--- src/design/cfg56_pkg.sv ---
// Package of frame layout, codes and timing constants for the channel 5/6 configuration block
package cfg56_pkg;
  localparam int CLK_MHZ = 25;
  localparam logic [3:0] CMD_CH5 = 4'h5;
  localparam logic [3:0] CMD_CH6 = 4'h6;
  localparam int CMD_MSB = 31;
  localparam int CMD_LSB = 28;
  localparam int RW_BIT = 27;
  localparam int TOFF_MSB = 26;
  localparam int TOFF_LSB = 25;
  localparam int FIXED_BIT = 24;
  localparam int TDIAG_MSB = 23;
  localparam int TDIAG_LSB = 22;
  localparam int RDSEL_BIT = 21;
  localparam int THR_MSB = 20;
  localparam int THR_LSB = 15;
  localparam int TCOMP_MSB = 14;
  localparam int TCOMP_LSB = 13;
  localparam int BCOMP_BIT = 12;
  localparam int BLANK_MSB = 11;
  localparam int BLANK_LSB = 9;
  localparam int REENG_BIT = 8;
  localparam int SENSE_BIT = 7;
  localparam int OLCUR_BIT = 6;
  localparam int GATE_MSB = 5;
  localparam int GATE_LSB = 4;
  localparam int NP_BIT = 3;
  localparam int SIDE_BIT = 2;
  localparam int EN_BIT = 1;
  localparam int PAR_BIT = 0;
  localparam logic [26:0] CFG_RESET = 27'h0000000;
  // Filter times in tenths of a microsecond
  localparam int BR_TDIAG_0 = 112;
  localparam int BR_TDIAG_1 = 289;
  localparam int BR_TDIAG_2 = 400;
  localparam int BR_TDIAG_3 = 512;
  localparam int CH_TDIAG_0 = 256;
  localparam int CH_TDIAG_1 = 612;
  localparam int CH_TDIAG_2 = 1056;
  localparam int CH_TDIAG_3 = 1500;
  // Blanking times in tenths of a microsecond
  localparam int BLANK_0 = 111;
  localparam int BLANK_1 = 156;
  localparam int BLANK_2 = 200;
  localparam int BLANK_3 = 311;
  localparam int BLANK_4 = 422;
  localparam int BLANK_5 = 533;
  localparam int BLANK_6 = 978;
  localparam int BLANK_7 = 1422;
  // Off times in tenths of a microsecond
  localparam int TOFF_0 = 310;
  localparam int TOFF_1 = 480;
  localparam int TOFF_2 = 625;
  localparam int TOFF_3 = 1250;
  // Least times round up to whole cycles
  function automatic logic [15:0] cyc(input int tenths_us);
    cyc = 16'((tenths_us * CLK_MHZ + 9) / 10);
  endfunction
  typedef enum logic [1:0] {CFG56_IDLE, CFG56_TRIP, CFG56_ARMED} cfg56_prot_t;
endpackage

--- src/design/cfg56_chan.sv ---
// One channel's overcurrent protection and re-engagement sequencer
`timescale 1ns/10ps
`default_nettype none
module cfg56_chan (
  input wire logic clk,
  input wire logic rst_n,
  input wire logic output_enable,
  input wire logic reengage_strategy,
  input wire logic bridge_mode,
  input wire logic overcurrent_event,
  input wire logic diag_readout,
  input wire logic diag_clear,
  input wire logic control_in,
  output logic drive_allowed
);
  typedef struct packed {
    cfg56_pkg::cfg56_prot_t st;
    logic ctl_d;
  } cfg56_chan_t;
  cfg56_chan_t s_r, s_nxt;
  logic edge_seen;
  logic need_readout;

  always_comb begin
    s_nxt = s_r;
    s_nxt.ctl_d = control_in;
    edge_seen = control_in != s_r.ctl_d;
    need_readout = reengage_strategy | bridge_mode; // RULE10
    case (s_r.st)
      cfg56_pkg::CFG56_IDLE: begin
        if (overcurrent_event) begin
          s_nxt.st = need_readout ? cfg56_pkg::CFG56_TRIP : cfg56_pkg::CFG56_ARMED; // RULE9
        end
      end
      cfg56_pkg::CFG56_TRIP: begin
        // Bridge waits for latch clear, single channel for a readout
        if (bridge_mode ? diag_clear : diag_readout) begin // RULE10
          s_nxt.st = cfg56_pkg::CFG56_ARMED;
        end
      end
      cfg56_pkg::CFG56_ARMED: begin
        if (edge_seen) begin
          s_nxt.st = cfg56_pkg::CFG56_IDLE; // RULE9
        end
      end
      default: s_nxt.st = cfg56_pkg::CFG56_IDLE;
    endcase
  end

  always_ff @(posedge clk) begin
    if (!rst_n) begin
      s_r <= '0;
      drive_allowed <= 1'b0;
    end else begin
      s_r <= s_nxt;
      drive_allowed <= output_enable && (s_nxt.st == cfg56_pkg::CFG56_IDLE);
    end
  end

  a_trip_blocks: assert property (@(posedge clk) disable iff (!rst_n)
    overcurrent_event && s_r.st == cfg56_pkg::CFG56_IDLE |=> !drive_allowed) // RULE9
    else $error("drive not removed after overcurrent");
  a_bridge_waits: assert property (@(posedge clk) disable iff (!rst_n)
    s_r.st == cfg56_pkg::CFG56_TRIP && bridge_mode && !diag_clear |=> s_r.st == cfg56_pkg::CFG56_TRIP) // RULE10
    else $error("bridge left trip without latch clear");
  a_single_restart: assert property (@(posedge clk) disable iff (!rst_n)
    s_r.st == cfg56_pkg::CFG56_IDLE && overcurrent_event && !reengage_strategy && !bridge_mode
    |=> s_r.st == cfg56_pkg::CFG56_ARMED) // RULE9
    else $error("strategy 0 did not arm directly");
  c_trip: cover property (@(posedge clk) disable iff (!rst_n) s_r.st == cfg56_pkg::CFG56_TRIP ##[1:20]
    s_r.st == cfg56_pkg::CFG56_IDLE);
endmodule
`default_nettype wire

--- src/design/cfg56_frames.sv ---
// Decoder and holder of the channel 5 and channel 6 configuration frames
//
// Behaviour
// (RULE1) Bridge on, extension 0: ch5 timer code picks 11.2/28.9/40/51.2 us bridge filter.
// (RULE2) Otherwise ch5 timer code picks 25.6/61.2/105.6/150 us; also used with extension 1.
// (RULE3) Ch6 timer picks same four times; ignored when bridge on with extension 0.
// (RULE4) Readback select returns fixed threshold at 0, compensated threshold at 1.
// (RULE5) Bits 20:15 hold the six-bit overcurrent threshold index per channel.
// (RULE6) Two-bit temperature compensation: none, or below 60, 40, 25 degrees.
// (RULE7) Bit 12 switches battery compensation on or off.
// (RULE8) Three-bit blanking code selects 11.1 to 142.2 us detection mask.
// (RULE9) Re-engage bit 0 restarts on switching edge; 1 needs readout first.
// (RULE10) Bridge mode always behaves as re-engage 1, waiting for latch clear.
// (RULE11) Bit 7 selects drain-source monitoring at 0, shunt at 1.
// (RULE12) Bit 6 selects open-load current 100 uA or 1 mA.
// (RULE13) Gate current: resistor limited, 20 mA, 5 mA or 1 mA.
// (RULE14) Bit 3 selects NMOS at 0, PMOS at 1.
// (RULE15) Bit 2 low or high side; bit 1 output disable or enable.
// (RULE16) Bit 0 is even parity over the other bits, generated and checked; the code sets bit 0 so a good frame has odd weight.
// (RULE17) Host puts command 0110 in the top nibble for channel 6.
// (RULE18) Bit 27 at 0 writes and reads back, at 1 reads only.
// (RULE19) Ch6 bits 26:25 set bridge limit off time 31/48/62.5/125 us.
// (RULE20) Ch6 bit 24 must be 0; otherwise the frame is invalid.
// (RULE21) Bridge enable groups channels 5 to 8 into the second bridge.
// (RULE22) Extension 0 spreads ch5 timer to channels 6-8; 1 keeps each own.
`timescale 1ns/10ps
`default_nettype none
module cfg56_frames (
  input wire logic clk,
  input wire logic rst_n,
  input wire logic frame_valid,
  input wire logic [31:0] frame_in,
  input wire logic bridge2_enable,
  input wire logic bridge2_timer_extension_sel,
  input wire logic [5:0] ch5_comp_threshold,
  input wire logic [5:0] ch6_comp_threshold,
  input wire logic [1:0] overcurrent_event,
  input wire logic [1:0] diag_readout,
  input wire logic diag_clear,
  input wire logic [1:0] control_in,
  output logic reply_valid,
  output logic [31:0] reply_frame,
  output logic frame_error,
  output logic [15:0] ch5_tdiag_cycles,
  output logic [15:0] ch6_tdiag_cycles,
  output logic [15:0] ch5_blank_cycles,
  output logic [15:0] ch6_blank_cycles,
  output logic [15:0] bridge2_limit_off_timer,
  output logic [5:0] ch5_overcurrent_threshold,
  output logic [5:0] ch6_overcurrent_threshold,
  output logic [1:0] ch5_temperature_comp,
  output logic [1:0] ch6_temperature_comp,
  output logic [1:0] battery_comp,
  output logic [1:0] sense_method,
  output logic [1:0] open_load_current_high,
  output logic [1:0] ch5_gate_current_sel,
  output logic [1:0] ch6_gate_current_sel,
  output logic [1:0] pmos_select,
  output logic [1:0] side_select,
  output logic [1:0] drive_allowed
);
  typedef struct packed {
    logic [26:0] ch5;
    logic [26:0] ch6;
    logic rvalid;
    logic [31:0] reply;
    logic err;
    logic [15:0] t5;
    logic [15:0] t6;
    logic [15:0] b5;
    logic [15:0] b6;
    logic [15:0] toff;
  } cfg56_state_t;
  cfg56_state_t s_r, s_nxt;
  logic [3:0] cmd;
  logic par_ok;
  logic is5, is6;
  logic bridge_timer;
  logic [26:0] body;
  logic [30:0] rb;
  logic [1:0] drv;

  function automatic logic [15:0] ch_tdiag(input logic [1:0] code);
    case (code)
      2'h0: ch_tdiag = cfg56_pkg::cyc(cfg56_pkg::CH_TDIAG_0);
      2'h1: ch_tdiag = cfg56_pkg::cyc(cfg56_pkg::CH_TDIAG_1);
      2'h2: ch_tdiag = cfg56_pkg::cyc(cfg56_pkg::CH_TDIAG_2);
      default: ch_tdiag = cfg56_pkg::cyc(cfg56_pkg::CH_TDIAG_3);
    endcase
  endfunction

  function automatic logic [15:0] br_tdiag(input logic [1:0] code);
    case (code)
      2'h0: br_tdiag = cfg56_pkg::cyc(cfg56_pkg::BR_TDIAG_0);
      2'h1: br_tdiag = cfg56_pkg::cyc(cfg56_pkg::BR_TDIAG_1);
      2'h2: br_tdiag = cfg56_pkg::cyc(cfg56_pkg::BR_TDIAG_2);
      default: br_tdiag = cfg56_pkg::cyc(cfg56_pkg::BR_TDIAG_3);
    endcase
  endfunction

  function automatic logic [15:0] blank(input logic [2:0] code);
    case (code)
      3'h0: blank = cfg56_pkg::cyc(cfg56_pkg::BLANK_0);
      3'h1: blank = cfg56_pkg::cyc(cfg56_pkg::BLANK_1);
      3'h2: blank = cfg56_pkg::cyc(cfg56_pkg::BLANK_2);
      3'h3: blank = cfg56_pkg::cyc(cfg56_pkg::BLANK_3);
      3'h4: blank = cfg56_pkg::cyc(cfg56_pkg::BLANK_4);
      3'h5: blank = cfg56_pkg::cyc(cfg56_pkg::BLANK_5);
      3'h6: blank = cfg56_pkg::cyc(cfg56_pkg::BLANK_6);
      default: blank = cfg56_pkg::cyc(cfg56_pkg::BLANK_7);
    endcase
  endfunction

  function automatic logic [15:0] toff(input logic [1:0] code);
    case (code)
      2'h0: toff = cfg56_pkg::cyc(cfg56_pkg::TOFF_0);
      2'h1: toff = cfg56_pkg::cyc(cfg56_pkg::TOFF_1);
      2'h2: toff = cfg56_pkg::cyc(cfg56_pkg::TOFF_2);
      default: toff = cfg56_pkg::cyc(cfg56_pkg::TOFF_3);
    endcase
  endfunction

  always_comb begin
    s_nxt = s_r;
    cmd = frame_in[cfg56_pkg::CMD_MSB:cfg56_pkg::CMD_LSB];
    // Bit 0 is set for an even count elsewhere, so a good frame has odd weight
    par_ok = ^frame_in; // RULE16
    is5 = cmd == cfg56_pkg::CMD_CH5;
    is6 = cmd == cfg56_pkg::CMD_CH6; // RULE17
    body = frame_in[26:0];
    rb = '0;
    s_nxt.rvalid = 1'b0;
    s_nxt.err = 1'b0;
    if (frame_valid && (is5 || is6)) begin
      if (!par_ok || (is6 && frame_in[cfg56_pkg::FIXED_BIT])) begin
        s_nxt.err = 1'b1; // RULE16 RULE20
      end else begin
        if (!frame_in[cfg56_pkg::RW_BIT]) begin // RULE18
          if (is5) begin
            s_nxt.ch5 = body;
          end else begin
            s_nxt.ch6 = body;
          end
        end
        rb[30:27] = cmd;
        rb[26:0] = is5 ? s_nxt.ch5 : s_nxt.ch6;
        // Readback shows fixed or compensated threshold
        if (rb[cfg56_pkg::RDSEL_BIT]) begin // RULE4
          rb[cfg56_pkg::THR_MSB:cfg56_pkg::THR_LSB] = is5 ? ch5_comp_threshold : ch6_comp_threshold;
        end
        s_nxt.rvalid = 1'b1;
        s_nxt.reply = {1'b0, rb[30:1], ~^rb[30:1]}; // RULE16
      end
    end
    // Bridge filter applies only to grouped channels with shared timer
    bridge_timer = bridge2_enable && !bridge2_timer_extension_sel; // RULE21 RULE22
    s_nxt.t5 = bridge_timer ? br_tdiag(s_nxt.ch5[cfg56_pkg::TDIAG_MSB:cfg56_pkg::TDIAG_LSB]) // RULE1
      : ch_tdiag(s_nxt.ch5[cfg56_pkg::TDIAG_MSB:cfg56_pkg::TDIAG_LSB]); // RULE2
    s_nxt.t6 = bridge_timer ? s_nxt.t5 // RULE3
      : ch_tdiag(s_nxt.ch6[cfg56_pkg::TDIAG_MSB:cfg56_pkg::TDIAG_LSB]);
    s_nxt.b5 = blank(s_nxt.ch5[cfg56_pkg::BLANK_MSB:cfg56_pkg::BLANK_LSB]); // RULE8
    s_nxt.b6 = blank(s_nxt.ch6[cfg56_pkg::BLANK_MSB:cfg56_pkg::BLANK_LSB]); // RULE8
    s_nxt.toff = toff(s_nxt.ch6[cfg56_pkg::TOFF_MSB:cfg56_pkg::TOFF_LSB]); // RULE19
  end

  cfg56_chan u_ch5 (
    .clk(clk),
    .rst_n(rst_n),
    .output_enable(s_r.ch5[cfg56_pkg::EN_BIT]),
    .reengage_strategy(s_r.ch5[cfg56_pkg::REENG_BIT]),
    .bridge_mode(bridge2_enable),
    .overcurrent_event(overcurrent_event[0]),
    .diag_readout(diag_readout[0]),
    .diag_clear(diag_clear),
    .control_in(control_in[0]),
    .drive_allowed(drv[0])
  );

  cfg56_chan u_ch6 (
    .clk(clk),
    .rst_n(rst_n),
    .output_enable(s_r.ch6[cfg56_pkg::EN_BIT]),
    .reengage_strategy(s_r.ch6[cfg56_pkg::REENG_BIT]),
    .bridge_mode(bridge2_enable),
    .overcurrent_event(overcurrent_event[1]),
    .diag_readout(diag_readout[1]),
    .diag_clear(diag_clear),
    .control_in(control_in[1]),
    .drive_allowed(drv[1])
  );

  always_ff @(posedge clk) begin
    if (!rst_n) begin
      s_r <= '0;
      s_r.ch5 <= cfg56_pkg::CFG_RESET;
      s_r.ch6 <= cfg56_pkg::CFG_RESET;
      s_r.t5 <= cfg56_pkg::cyc(cfg56_pkg::CH_TDIAG_0);
      s_r.t6 <= cfg56_pkg::cyc(cfg56_pkg::CH_TDIAG_0);
      s_r.b5 <= cfg56_pkg::cyc(cfg56_pkg::BLANK_0);
      s_r.b6 <= cfg56_pkg::cyc(cfg56_pkg::BLANK_0);
      s_r.toff <= cfg56_pkg::cyc(cfg56_pkg::TOFF_0);
    end else begin
      s_r <= s_nxt;
    end
  end

  // Field outputs are straight register bits
  assign reply_valid = s_r.rvalid;
  assign reply_frame = s_r.reply;
  assign frame_error = s_r.err;
  assign ch5_tdiag_cycles = s_r.t5;
  assign ch6_tdiag_cycles = s_r.t6;
  assign ch5_blank_cycles = s_r.b5;
  assign ch6_blank_cycles = s_r.b6;
  assign bridge2_limit_off_timer = s_r.toff;
  assign ch5_overcurrent_threshold = s_r.ch5[cfg56_pkg::THR_MSB:cfg56_pkg::THR_LSB]; // RULE5
  assign ch6_overcurrent_threshold = s_r.ch6[cfg56_pkg::THR_MSB:cfg56_pkg::THR_LSB]; // RULE5
  assign ch5_temperature_comp = s_r.ch5[cfg56_pkg::TCOMP_MSB:cfg56_pkg::TCOMP_LSB]; // RULE6
  assign ch6_temperature_comp = s_r.ch6[cfg56_pkg::TCOMP_MSB:cfg56_pkg::TCOMP_LSB]; // RULE6
  assign battery_comp = {s_r.ch6[cfg56_pkg::BCOMP_BIT], s_r.ch5[cfg56_pkg::BCOMP_BIT]}; // RULE7
  assign sense_method = {s_r.ch6[cfg56_pkg::SENSE_BIT], s_r.ch5[cfg56_pkg::SENSE_BIT]}; // RULE11
  assign open_load_current_high = {s_r.ch6[cfg56_pkg::OLCUR_BIT], s_r.ch5[cfg56_pkg::OLCUR_BIT]}; // RULE12
  assign ch5_gate_current_sel = s_r.ch5[cfg56_pkg::GATE_MSB:cfg56_pkg::GATE_LSB]; // RULE13
  assign ch6_gate_current_sel = s_r.ch6[cfg56_pkg::GATE_MSB:cfg56_pkg::GATE_LSB]; // RULE13
  assign pmos_select = {s_r.ch6[cfg56_pkg::NP_BIT], s_r.ch5[cfg56_pkg::NP_BIT]}; // RULE14
  assign side_select = {s_r.ch6[cfg56_pkg::SIDE_BIT], s_r.ch5[cfg56_pkg::SIDE_BIT]}; // RULE15
  assign drive_allowed = drv; // RULE15

  a_reply_parity: assert property (@(posedge clk) disable iff (!rst_n)
    reply_valid |-> reply_frame[0] == ~^reply_frame[31:1]) // RULE16
    else $error("reply parity wrong");
  a_bad_parity: assert property (@(posedge clk) disable iff (!rst_n)
    frame_valid && (is5 || is6) && !par_ok |=> frame_error && !reply_valid) // RULE16
    else $error("bad parity frame not flagged");
  a_read_only: assert property (@(posedge clk) disable iff (!rst_n)
    frame_valid && frame_in[cfg56_pkg::RW_BIT] |=> $stable(s_r.ch5) && $stable(s_r.ch6)) // RULE18
    else $error("read only frame changed configuration");
  a_fixed_bit: assert property (@(posedge clk) disable iff (!rst_n)
    frame_valid && is6 && frame_in[cfg56_pkg::FIXED_BIT] |=> frame_error && $stable(s_r.ch6)) // RULE20
    else $error("fixed pattern violation accepted");
  a_bridge_tdiag: assert property (@(posedge clk) disable iff (!rst_n)
    bridge2_enable && !bridge2_timer_extension_sel && s_r.ch5[23:22] == 2'h0 ##1
    $stable(bridge2_enable) && $stable(bridge2_timer_extension_sel) && $stable(s_r.ch5)
    |-> ch5_tdiag_cycles == 16'd280 && ch6_tdiag_cycles == 16'd280) // RULE1 RULE3
    else $error("bridge filter time wrong");
  a_own_tdiag: assert property (@(posedge clk) disable iff (!rst_n)
    !bridge2_enable && s_r.ch6[23:22] == 2'h3 ##1 !bridge2_enable && $stable(s_r.ch6)
    |-> ch6_tdiag_cycles == 16'd3750) // RULE2 RULE3
    else $error("channel filter time wrong");
  a_blank_max: assert property (@(posedge clk) disable iff (!rst_n)
    s_r.ch5[11:9] == 3'h7 ##1 $stable(s_r.ch5) |-> ch5_blank_cycles == 16'd3555) // RULE8
    else $error("blanking time wrong");
  a_toff_time: assert property (@(posedge clk) disable iff (!rst_n)
    s_r.ch6[26:25] == 2'h2 ##1 $stable(s_r.ch6) |-> bridge2_limit_off_timer == 16'd1563) // RULE19
    else $error("off timer wrong");
  a_write_stores: assert property (@(posedge clk) disable iff (!rst_n)
    frame_valid && is5 && par_ok && !frame_in[cfg56_pkg::RW_BIT] |=> ch5_overcurrent_threshold == $past(frame_in[20:15])) // RULE5
    else $error("threshold not stored");
  c_write6: cover property (@(posedge clk) disable iff (!rst_n) frame_valid && is6 ##1 reply_valid);
  c_read5: cover property (@(posedge clk) disable iff (!rst_n) frame_valid && is5 && frame_in[27] ##1 reply_valid);
  c_error: cover property (@(posedge clk) disable iff (!rst_n) frame_error);
  c_bridge: cover property (@(posedge clk) disable iff (!rst_n) bridge2_enable && drive_allowed == 2'h0);
endmodule
`default_nettype wire

--- config.mk ---
export PLATFORM = sky130hd
export DESIGN_NAME = cfg56_frames
export DESIGN_NICKNAME = d
export VERILOG_FILES = /design/src/design/cfg56_pkg.sv /design/src/design/cfg56_chan.sv /design/src/design/cfg56_frames.sv
export SDC_FILE = /design/constraint.sdc
export NUM_CORES = 1
export LEC_CHECK = 0
export ABC_CLOCK_PERIOD_IN_PS = 5400
export BUFFER_PORTS_ARGS = -buffer_cell sky130_fd_sc_hd__buf_2
export CELL_PAD_IN_SITES_DETAIL_PLACEMENT = 0
export CELL_PAD_IN_SITES_GLOBAL_PLACEMENT = 1
export CORE_UTILIZATION = 44
export CTS_BUF_LIST = sky130_fd_sc_hd__clkbuf_8
export CTS_CLUSTER_SIZE = 28
export DETAILED_ROUTE_END_ITERATION = 12
export GPL_ROUTABILITY_DRIVEN = 0
export GPL_TIMING_DRIVEN = 1
export MAX_ROUTING_LAYER = met4
export PLACE_DENSITY_LB_ADDON = 0.1
export SKIP_LAST_GASP = 1
export SLEW_MARGIN = 5
export SYNTH_ARGS = -nofsm -noshare
export SYNTH_HDL_FRONTEND = slang
export SYNTH_SLANG_ARGS = --single-unit
--- constraint.sdc ---
create_clock -name clk -period 5.4 [get_ports clk]
set_input_delay 1.08 -clock clk [delete_from_list [all_inputs] [get_ports clk]]
set_output_delay 1.08 -clock clk [all_outputs]
set_load 0.1 [all_outputs]
==> results of run 1 <==
-- stage by stage --
stage	utilization (%)	instance area, um^2
2_1_floorplan	-	7950
3_3_place_gp	45.6	7910
3_5_place_dp	45.6	7910
4_1_cts	48.1	8340
5_1_grt	48.1	8340
6_report	48.1	8340
-- sequential cells by signal, summed over array words and instances (netlist names), 3 cells and up --
name,cells
bridge2_limit_off_timer,9
ch5_blank_cycles,12
ch5_overcurrent_threshold,6
ch5_tdiag_cycles,12
ch6_blank_cycles,12
ch6_overcurrent_threshold,6
ch6_tdiag_cycles,12
reply_frame,31
s_r,20
u_ch5.s_r,3
u_ch6.s_r,3
-- final timing paths --
kind | cells past startpoint | endpoint | slack (ps) | startpoint
max | 13 | ch6_tdiag_cycles[4]$_SDFF_PN0_ | 1480 | frame_in[28]
min | 2 | s_r[162]$_SDFFE_PN0P_ | 460 | s_r[162]$_SDFFE_PN0P_
max reg2reg | 8 | reply_frame[0]$_SDFFE_PN0P_ | 2770 | s_r[123]$_SDFF_PN0_
min reg2reg | 2 | s_r[162]$_SDFFE_PN0P_ | 460 | s_r[162]$_SDFFE_PN0P_
-- layer usage --
layer	wire length [um]	vias to the layer above	track usage, %
met4	397	0	8.93
met1	8570	2759	25.6
met2	9240	183	35.2
met3	990	24	4.26
met5	0	-	-
li1	-	2933	-
-- report_power, final --
group	leakage [nW]	switching (W)	internal [W]
Sequential	1.20	0.0000187	0.00112
Clock	0.209	0.000470	0.000471
Combinational	2.49	0.000505	0.000211
-- cells in the final DEF, fill, tap and decap left out, types with 14 or more instances in the layout --
| cell type | count |
|---|---|
| buf_2 | 179 |
| dfxtp_1 | 148 |
| nor2_1 | 108 |
| nand2_1 | 95 |
| a21oi_1 | 64 |
| mux2i_1 | 50 |
| xnor2_1 | 42 |
| nand3_1 | 26 |
| conb_1 | 22 |
| ha_1 | 20 |
| a21bo_2 | 18 |
| a31oi_1 | 18 |
| clkbuf_8 | 17 |
| inv_1 | 15 |
| o21ai_0 | 14 |
-- cell usage after synthesis, types with 3 or more instances --
cell | number | area share, %
dfxtp_1 | 148 | 38
buf_4 | 146 | 14
nor2_1 | 108 | 5.1
nand2_1 | 95 | 4.5
a21oi_1 | 64 | 4.1
mux2i_1 | 50 | 6.4
xnor2_1 | 42 | 4.7
nand3_1 | 26 | 1.7
clkbuf_1 | 25 | 1.2
buf_2 | 20 | 1.3
ha_1 | 20 | 3.2
a21bo_2 | 18 | 2.3
a31oi_1 | 18 | 1.4
inv_1 | 15 | 0.72
o21ai_0 | 14 | 0.89
nor3_1 | 13 | 0.83
nand2b_1 | 10 | 0.79
and2_1 | 9 | 0.72
nor2b_1 | 8 | 0.64
xor2_1 | 8 | 0.89
and3_1 | 7 | 0.56
a211oi_1 | 5 | 0.48
mux2_2 | 5 | 0.72
xnor3_1 | 5 | 1.4
buf_1 | 3 | 0.14
o211a_1 | 3 | 0.38
or3_1 | 3 | 0.24
-- kinds of logic after synthesis --
logic type,Yosys count,share of synthesized area (%)
adders and majority gates,20,3.18
xor gates and xnor gates,56,7.20
AOI/OAI and AO/OA,134,10.7
and+or+nand+nor,288,16.0
DFF,148,37.6
buffers and inverters,212,17.6
muxes,57,7.64
other,1,0.0476
-- worst max-delay path: stages --
cell and delay, ps:
buf_2 90, inv_1 50, ha_1 290, xnor2_1 280
xnor3_1 270, xnor3_1 190, xnor3_1 300, nand4_1 460
mux2i_1 640, ha_1 330, nor2_1 140, nor2_1 60
nor2_1 100
-- final cells by class --
class | count | area [um^2]
inverter | 16 | 61.3
sequential | 148 | 2960
clock buffer | 17 | 234
clock inverter | 15 | 195
timing repair buffer | 192 | 993
multi-input combinational | 577 | 3610
fill | 1727 | 9020
tap | 225 | 282
==> metrics.csv, run 1 <==
metric,value,unit
DRT iter0 DRCs,295,
fmax,0.255,GHz
vias in the first global route,5621,
Ports,202,
Critical Path RT,5780,ps
# diodes,0,
register area share after synthesis,37.6,%
first-pass GRT wire length,29.0,mm
CTS Hold Buffers Added,0,
Max-slew headroom,52.7,%
kind of critical path,in2reg,
CTS Buf Count,17,
setup ws final,1480,ps
average vias per placed instance,4.96,
"Avg Cell Area, Syn",8.59,um^2
Setup crit end kind,register,
routed len/inst,16.1,um
"CTS clk-pin slew, worst paths",80,ps
die height,136,um
Startpoint Class,input pin,
outcome,"finished, final reports clean",
post-synthesis cell count,916,
critical path data arrival time,4300,ps
dpl hpwl,13.9,mm
Post-synth EDFFs,0,
endpoints failing hold,0,
TritonCTS clock tree,built,
maximum buffer depth of the clock tree,2,
layout net count,1028,
synth warn,0,
largest net degree at the start of global routing,62,
maximum vdd drop,0.000142,V
Clock Skews,7.67,ps
max cap viols,0,
total chip power,0.00280,W
WL final,19.2,mm
gr ovfl total,0,
Leak,3.90,nW
Pins Over Slew Limit,0,
Initial Utilization,45.4,%
TritonRoute pass-1 iters,5,
pre-CTS setup slack,952,ps
Core Area,17400,um^2
Cell variety after synth,51,
Period minus WS final,3920,ps
Die W,136,um
# rows,48,
drt drc,0,
flop and latch count out of synthesis,148,
fraction of layout cells with a size suffix above 1,26.4,%
post-route insts no fill,1190,
Worst-Skew Late Latency,460,ps
Least-Margin Pin Slew,707,ps
final worst path period share,72.6,%
"Setup Fix Bufs, Post-CTS",0,
critical-path maximum fanout,8,
area grow syn2layout,5.94,%
die area,18400,um^2
RSZ-0062 raised after global routing,no,
DP Cell Count,1158,
hold_ws,464,ps
Min-Delay Path Class,reg2reg,
via count,5899,
post-CTS sizing,0,
antenna-violating nets left,0,
Max H-tree Level,4,
initial antenna violation count,0,
TritonCTS Sinks,148,
ys async rst share,0,%
Setup Viol. Count Final,0,
Root Driver,clkbuf_8,
PD cells,336,nW/um^2
all-layer global routing usage,21.5,%
setup total negative slack,0,ps
Mapped Area,7870,um^2
port buffer count,179,
Synth Flop Type,dfxtp_1,
Note: power is estimated with default switching activity, not from simulation.
==> run 2, diff against run 1 <==
- ABC_CLOCK_PERIOD_IN_PS: 5400 -> 3100
- CORE_UTILIZATION: 44 -> 37
- clock period: 5.4 -> 3.1 ns (I/O delays scaled with it)
==> metrics.csv, run 2 (synthesis results as in run 1) <==
metric,value,unit,change
Critical R2R Launch,s_r[125]$_SDFF_PN0_,,
Max-slew headroom,58.0,%,+5.3 points
outcome,"finished, final reports clean",,
post-CTS sizing,0,,unchanged
drt drc,0,,unchanged
Initial Utilization,38.3,%,-7.1 points
hold_ws,389,ps,-75.8 ps
vias in the first global route,5916,,+5.2%
dpl cell area,8690,um^2,+9.8%
die area,21900,um^2,+19%
gr ovfl total,0,,unchanged
kind of critical path,in2reg,,
routed len/inst,16.0,um,-0.66%
maximum buffer depth of the clock tree,2,,unchanged
Clock Skews,13.4,ps,+5.76 ps
final worst path period share,93.7,%,
fill cell count,2131,,+23%
Period minus WS final,2910,ps,
# diodes,0,,unchanged
WL met2,9.93,mm,+7.4%
Pins Over Slew Limit,0,,unchanged
TritonRoute pass-1 iters,4,,-1
all-layer global routing usage,20.4,%,-1.1 points
endpoints failing hold,0,,unchanged
"commonest non-fill, non-tap cells in the layout","buf_2 (179), dfxtp_1 (148), nor2_1 (108)",,
Root Driver,clkbuf_8,,
Leak,4.27,nW,+9.4%
critical path data arrival time,3300,ps,-1000 ps
critical-path maximum fanout,6,,-2
TritonCTS clock tree,built,,
RSZ-0062 raised after global routing,no,,
hold_sp,control_in[0],,
WL final,21.1,mm,+9.7%
Core Area,20600,um^2,+18%
largest net degree at the start of global routing,46,,-26%
average vias per placed instance,4.69,,-5.3%
initial antenna violation count,0,,unchanged
layout net count,1107,,+7.7%
Min-Delay Path Class,in2reg,,
fmax,0.344,GHz,
DR top layer,met4,,
Setup Viol. Count Final,0,,unchanged
# rows,52,,+8.3%
Max H-tree Level,4,,unchanged
critical path launch point,frame_in[30],,
Ports,202,,unchanged
DRT iter0 DRCs,356,,+21%
CTS Buf Count,17,,unchanged
maximum vdd drop,0.000230,V,+62%
port buffer count,179,,unchanged
"Setup Fix Bufs, Post-CTS",0,,unchanged
CTS Hold Buffers Added,0,,unchanged
Least-Margin Pin Slew,628,ps,-78.7 ps
Critical Path RT,3490,ps,-2290 ps
cells on worst reg2reg path,9,,+1
antenna-violating nets left,0,,unchanged
Largest register FFs,31,,unchanged
fraction of layout cells with a size suffix above 1,33.2,%,+6.8 points
Setup crit end kind,register,,
final core occ,44.3,%,-3.7 points
die height,148,um,+8.9%
Die W,148,um,+8.9%
fin area,9110,um^2,+9.3%
"CTS clk-pin slew, worst paths",90,ps,about the same
Startpoint Class,input pin,,
TritonCTS Sinks,148,,unchanged
setup total negative slack,0,ps,unchanged
via count,6167,,+4.5%
first-pass GRT wire length,32.9,mm,+13%
WL met1,9.85,mm,+15%
max cap viols,0,,unchanged
Worst-Skew Late Latency,450,ps,about the same
"most common cell after layout, fill and taps aside",buf_2,,
met3 wire length,1.13,mm,+14%
dpl hpwl,15.5,mm,+11%
area grow syn2layout,15.8,%,
PD cells,552,nW/um^2,+64%
hold path depth,2,,unchanged
-- run 2: changes by cell type in the layout (fill, tap and decap cells not counted), sizes merged --
| cell | change |
|---|---|
| buf | +79 |
| clkinv | +1 |
| clkinvlp | -1 |
-- run 2: final cells by class --
class	instances	area (um^2)	area share (%)
clock buffers	17	234	2.57
clock inverters	15	191	2.10
inverters	16	61.3	0.673
multi-input cells	577	3700	40.6
flip-flops and latches	148	2960	32.5
well taps	270	338	3.71
repair buffers	271	1620	17.8
-- run 2: power by group --
part           internal (W)  leakage (nW)  switching, W
combinational      0.000475          2.86      0.000922
clock              0.000818         0.210      0.000826
sequential          0.00196          1.20     0.0000339
-- run 2: worst paths after layout --
| path | endpoint | slack, ps |
|---|---|---|
| max | ch5_tdiag_cycles[4]$_SDFF_PN0_ | 190 |
| min | u_ch5.s_r[0]$_SDFF_PN0_ | 390 |
| min reg2reg | s_r[135]$_SDFFE_PN0P_ | 460 |
| max reg2reg | reply_frame[0]$_SDFFE_PN0P_ | 730 |
-- run 2: metrics by stage --
| stage | std cells | power [W] | setup WS, ps |
|---|---|---|---|
| after global routing | 1314 | 0.00527 | 12.2 |
| after CTS | 1314 | 0.00509 | 206 |
| after floorplan | 937 | 0.00316 | -7.22 |
| after detailed placement | 1282 | 0.00344 | -292 |
| final | 1314 | 0.00503 | 194 |
| after global placement | 1282 | 0.00343 | -237 |
-- run 2: worst max-delay path, cell delays in order --
cell and delay [ps]:
buf_2 120, ha_4 240, xnor2_2 190, xnor3_1 270, xnor3_1 220, xnor3_1 250, nand4_1 110, buf_4 190
mux2i_4 310, inv_2 100, ha_4 190, nor3_1 300, a21oi_1 70, nor2_1 90
-- run 2: metal layers --
layer | up-vias | track usage, %
met4 | 0 | 4.54
met2 | 173 | 32.3
li1 | 3086 | -
met3 | 10 | 4.48
met1 | 2898 | 26.5
met5 | - | -
==> run 3, diff against run 2 <==
- ABC_AREA: not set -> 1
- CORE_UTILIZATION: 37 -> 36
==> metrics.csv, run 3 <==
metric,value,unit,change
CP top delay family,simple AND/OR/NAND/NOR gates,,
"most common cell after layout, fill and taps aside",nand2_1,,
Slowest cell on crit path,ha_1,,
fraction of layout cells with a size suffix above 1,23.9,%,-9.4 points
outcome,"finished, final reports clean",,
hold_sp,control_in[1],,
Post-synth EDFFs,0,,unchanged
CTS Hold Buffers Added,0,,unchanged
initial antenna violation count,0,,unchanged
"Setup Fix Bufs, Post-CTS",0,,unchanged
fmax,0.369,GHz,+7.2%
Startpoint Class,input pin,,
post-CTS sizing,0,,unchanged
WP buf/inv,7,,+4
setup ws final,390,ps,+196 ps
largest net degree at the start of global routing,74,,+61%
port buffer count,179,,unchanged
ys async rst share,0,%,unchanged
Worst-Skew Late Latency,460,ps,about the same
area grow syn2layout,14.4,%,
routed len/inst,14.1,um,-12%
"CTS clk-pin slew, worst paths",100,ps,about the same
"area leader, netlist",dfxtp_1,,
Flop pwr share,38.6,%,-1.0 points
critical-path maximum fanout,8,,+2
multi-input combinational cell area,4430,um^2,+20%
Root Driver,clkbuf_8,,
Min-Delay Path Class,in2reg,,
Period minus WS final,2710,ps,-196 ps
maximum buffer depth of the clock tree,2,,unchanged
Int Power,0.00307,W,-5.6%
clock power share,29.3,%,-3.4 points
TritonCTS clock tree,built,,
via count,8492,,+38%
Clock Skews,18.4,ps,+5.01 ps
TritonCTS Sinks,148,,unchanged
critical path launch point,frame_in[28],,
Mapped Area,9120,um^2,+16%
final worst path period share,87.4,%,-6.3 points
Core Area,24600,um^2,+20%
Die W,161,um,+9.0%
endpoints failing hold,0,,unchanged
top cell type's share of synthesized area,32.5,%,-5.2 points
die area,26000,um^2,+19%
first-pass GRT wire length,41.6,mm,+27%
WL final,25.9,mm,+23%
Max H-tree Level,4,,unchanged
Ports,202,,unchanged
kind of critical path,in2reg,,
post-synthesis cell count,1372,,+50%
gr ovfl total,0,,unchanged
Initial Utilization,37.1,%,-1.2 points
average vias per placed instance,4.61,,-1.7%
# diodes,0,,unchanged
CTS Buf Count,17,,unchanged
pre-CTS setup slack,-88.3,ps,+204 ps
"commonest non-fill, non-tap cells in the layout","nand2_1 (478), buf_2 (179), dfxtp_1 (148)",,
Setup Viol. Count Final,0,,unchanged
Largest register FFs,31,,unchanged
"Avg Cell Area, Syn",6.65,um^2,-23%
DRT iter0 DRCs,421,,+18%
dpl hpwl,19.5,mm,+26%
Critical Path RT,3440,ps,-50 ps
register area share after synthesis,32.5,%,-5.2 points
maximum vdd drop,0.000213,V,-7.3%
"top cells by count, synth","nand2_1 (478), buf_4 (150), dfxtp_1 (148)",,
total chip power,0.00526,W,+4.4%
Leak,5.54,nW,+30%
Setup crit end kind,register,,
antenna-violating nets left,0,,unchanged
Synth area leaders,"dfxtp_1 (32%), nand2_1 (20%), buf_4 (12%), nand3_1 (6.4%), o21ai_0 (4.4%)",,
TritonRoute pass-1 iters,5,,+1
PD cells,504,nW/um^2,-8.8%
most frequent cell on the critical path,nand2_1,,
vias in the first global route,7953,,+34%
FF/Latch Area,2960,um^2,unchanged
switching share of power,41.6,%,+6.2 points
fill cell count,2704,,+27%
FF-to-FF setup slack,1190,ps,+460 ps
most frequent cell after synthesis,nand2_1,,
final core occ,42.4,%,-1.9 points
Cell variety after synth,35,,-31%
net switching power,0.00219,W,+23%
RSZ-0062 raised after global routing,no,,
synth warn,0,,unchanged
Least-Margin Pin Slew,717,ps,+88.1 ps
cell chain of the critical path,buf_2 > inv_1 > ha_1 > xnor2_2 > inv_1 > nand3_1 > nand2_1 > inv_1 > nand2_1 > nand2_1 > nand2_1 > nand4_4 > clkinv_2 > buf_4 > nand3_1 > o21ai_0 > buf_4 > ha_1 > or2_2,,
flop and latch count out of synthesis,148,,unchanged
die height,161,um,+9.0%
drt drc,0,,unchanged
max cap viols,0,,unchanged
critical path data arrival time,3050,ps,-250 ps
Pins Over Slew Limit,0,,unchanged
# rows,57,,+9.6%
Synth Flop Type,dfxtp_1,,
Comb pwr share,32.1,%,+4.4 points
Critical R2R Launch,s_r[135]$_SDFFE_PN0P_,,
all-layer global routing usage,20.9,%,+0.54 points
layout net count,1580,,+43%
CP max stage delay,350,ps,+40 ps
Max-slew headroom,52.2,%,-5.8 points
run 3: cell count changes after synthesis, moves of 10 or more:
cell	delta
nand4_1	+13
nor3_1	-13
inv_1	+81
mux2i_1	-50
nand2_2	+10
nor2_1	-65
a21bo_2	-18
xnor2_1	-27
nand2_1	+383
o21ai_0	+67
nand3_1	+90
nand2b_1	-10
run 3: layer usage:
metal	part of all wire, %	up-vias	track usage [%]
met4	1.1	0	5.66
met5	0	-	-
met1	50	3805	27.3
met3	3.3	19	2.77
li1	-	4492	-
met2	46	176	33.8
run 3: worst reg2reg max path: stages, from the launching register on:
cell     delay [ps]
dfxtp_1         350
nand2_1         100
nand3_2         110
nand2_2         120
buf_4           190
buf_4           130
nand2_1          60
nand2_1          70
nand2_1          70
nand2_1          50
nand2_1          50
nand2_1         100
inv_1            70
nand3_1          80
nand2_1          70
nand2_1          40
nand2_1          50
a21oi_1          50
run 3: power groups by stage:
stage | registers, W | logic (W) | clock network (W)
after floorplan | 0.00206 | 0.00138 | 0
after global placement | 0.00207 | 0.00168 | 0
after detailed placement | 0.00207 | 0.00169 | 0
after CTS | 0.00203 | 0.00170 | 0.00158
after global routing | 0.00204 | 0.00184 | 0.00167
final | 0.00203 | 0.00169 | 0.00154
run 3: layout make-up:
class	instances	share of cell area, %
well taps	324	3.89
inverters	104	3.78
clock inverters	15	1.40
repair buffers	298	17.9
clock buffers	17	2.24
multi-input cells	935	42.4
flip-flops and latches	148	28.4
run 3: final timing paths:
kind	depth (start not counted)	to
max	19	bridge2_limit_off_timer[8]$_SDFF_PN1_
min	3	u_ch6.s_r[0]$_SDFF_PN0_
max reg2reg	17	reply_frame[0]$_SDFFE_PN0P_
min reg2reg	2	s_r[138]$_SDFFE_PN0P_
run 3: kinds of logic (layout without fill, tap and decap cells):
family	Yosys count	count (layout)	synth area share (%)
and+or+nand+nor	675	675	30.8
buffers and inverters	310	434	20.0
AOI/OAI and AO/OA	192	192	11.5
DFF	148	148	32.5
xor gates and xnor gates	26	26	2.50
adders and majority gates	20	20	2.74
other	1	22	0.0411
run 3: stage by stage:
stage	TNS, ps	hold slack, ps	std cells	instance area, um^2
final	0	358	1841	10400
after CTS	0	341	1841	10400
after detailed placement	-703	460	1809	10100
after global routing	0	342	1841	10400
after floorplan	0	438	1393	9210
after global placement	-151	455	1809	10100
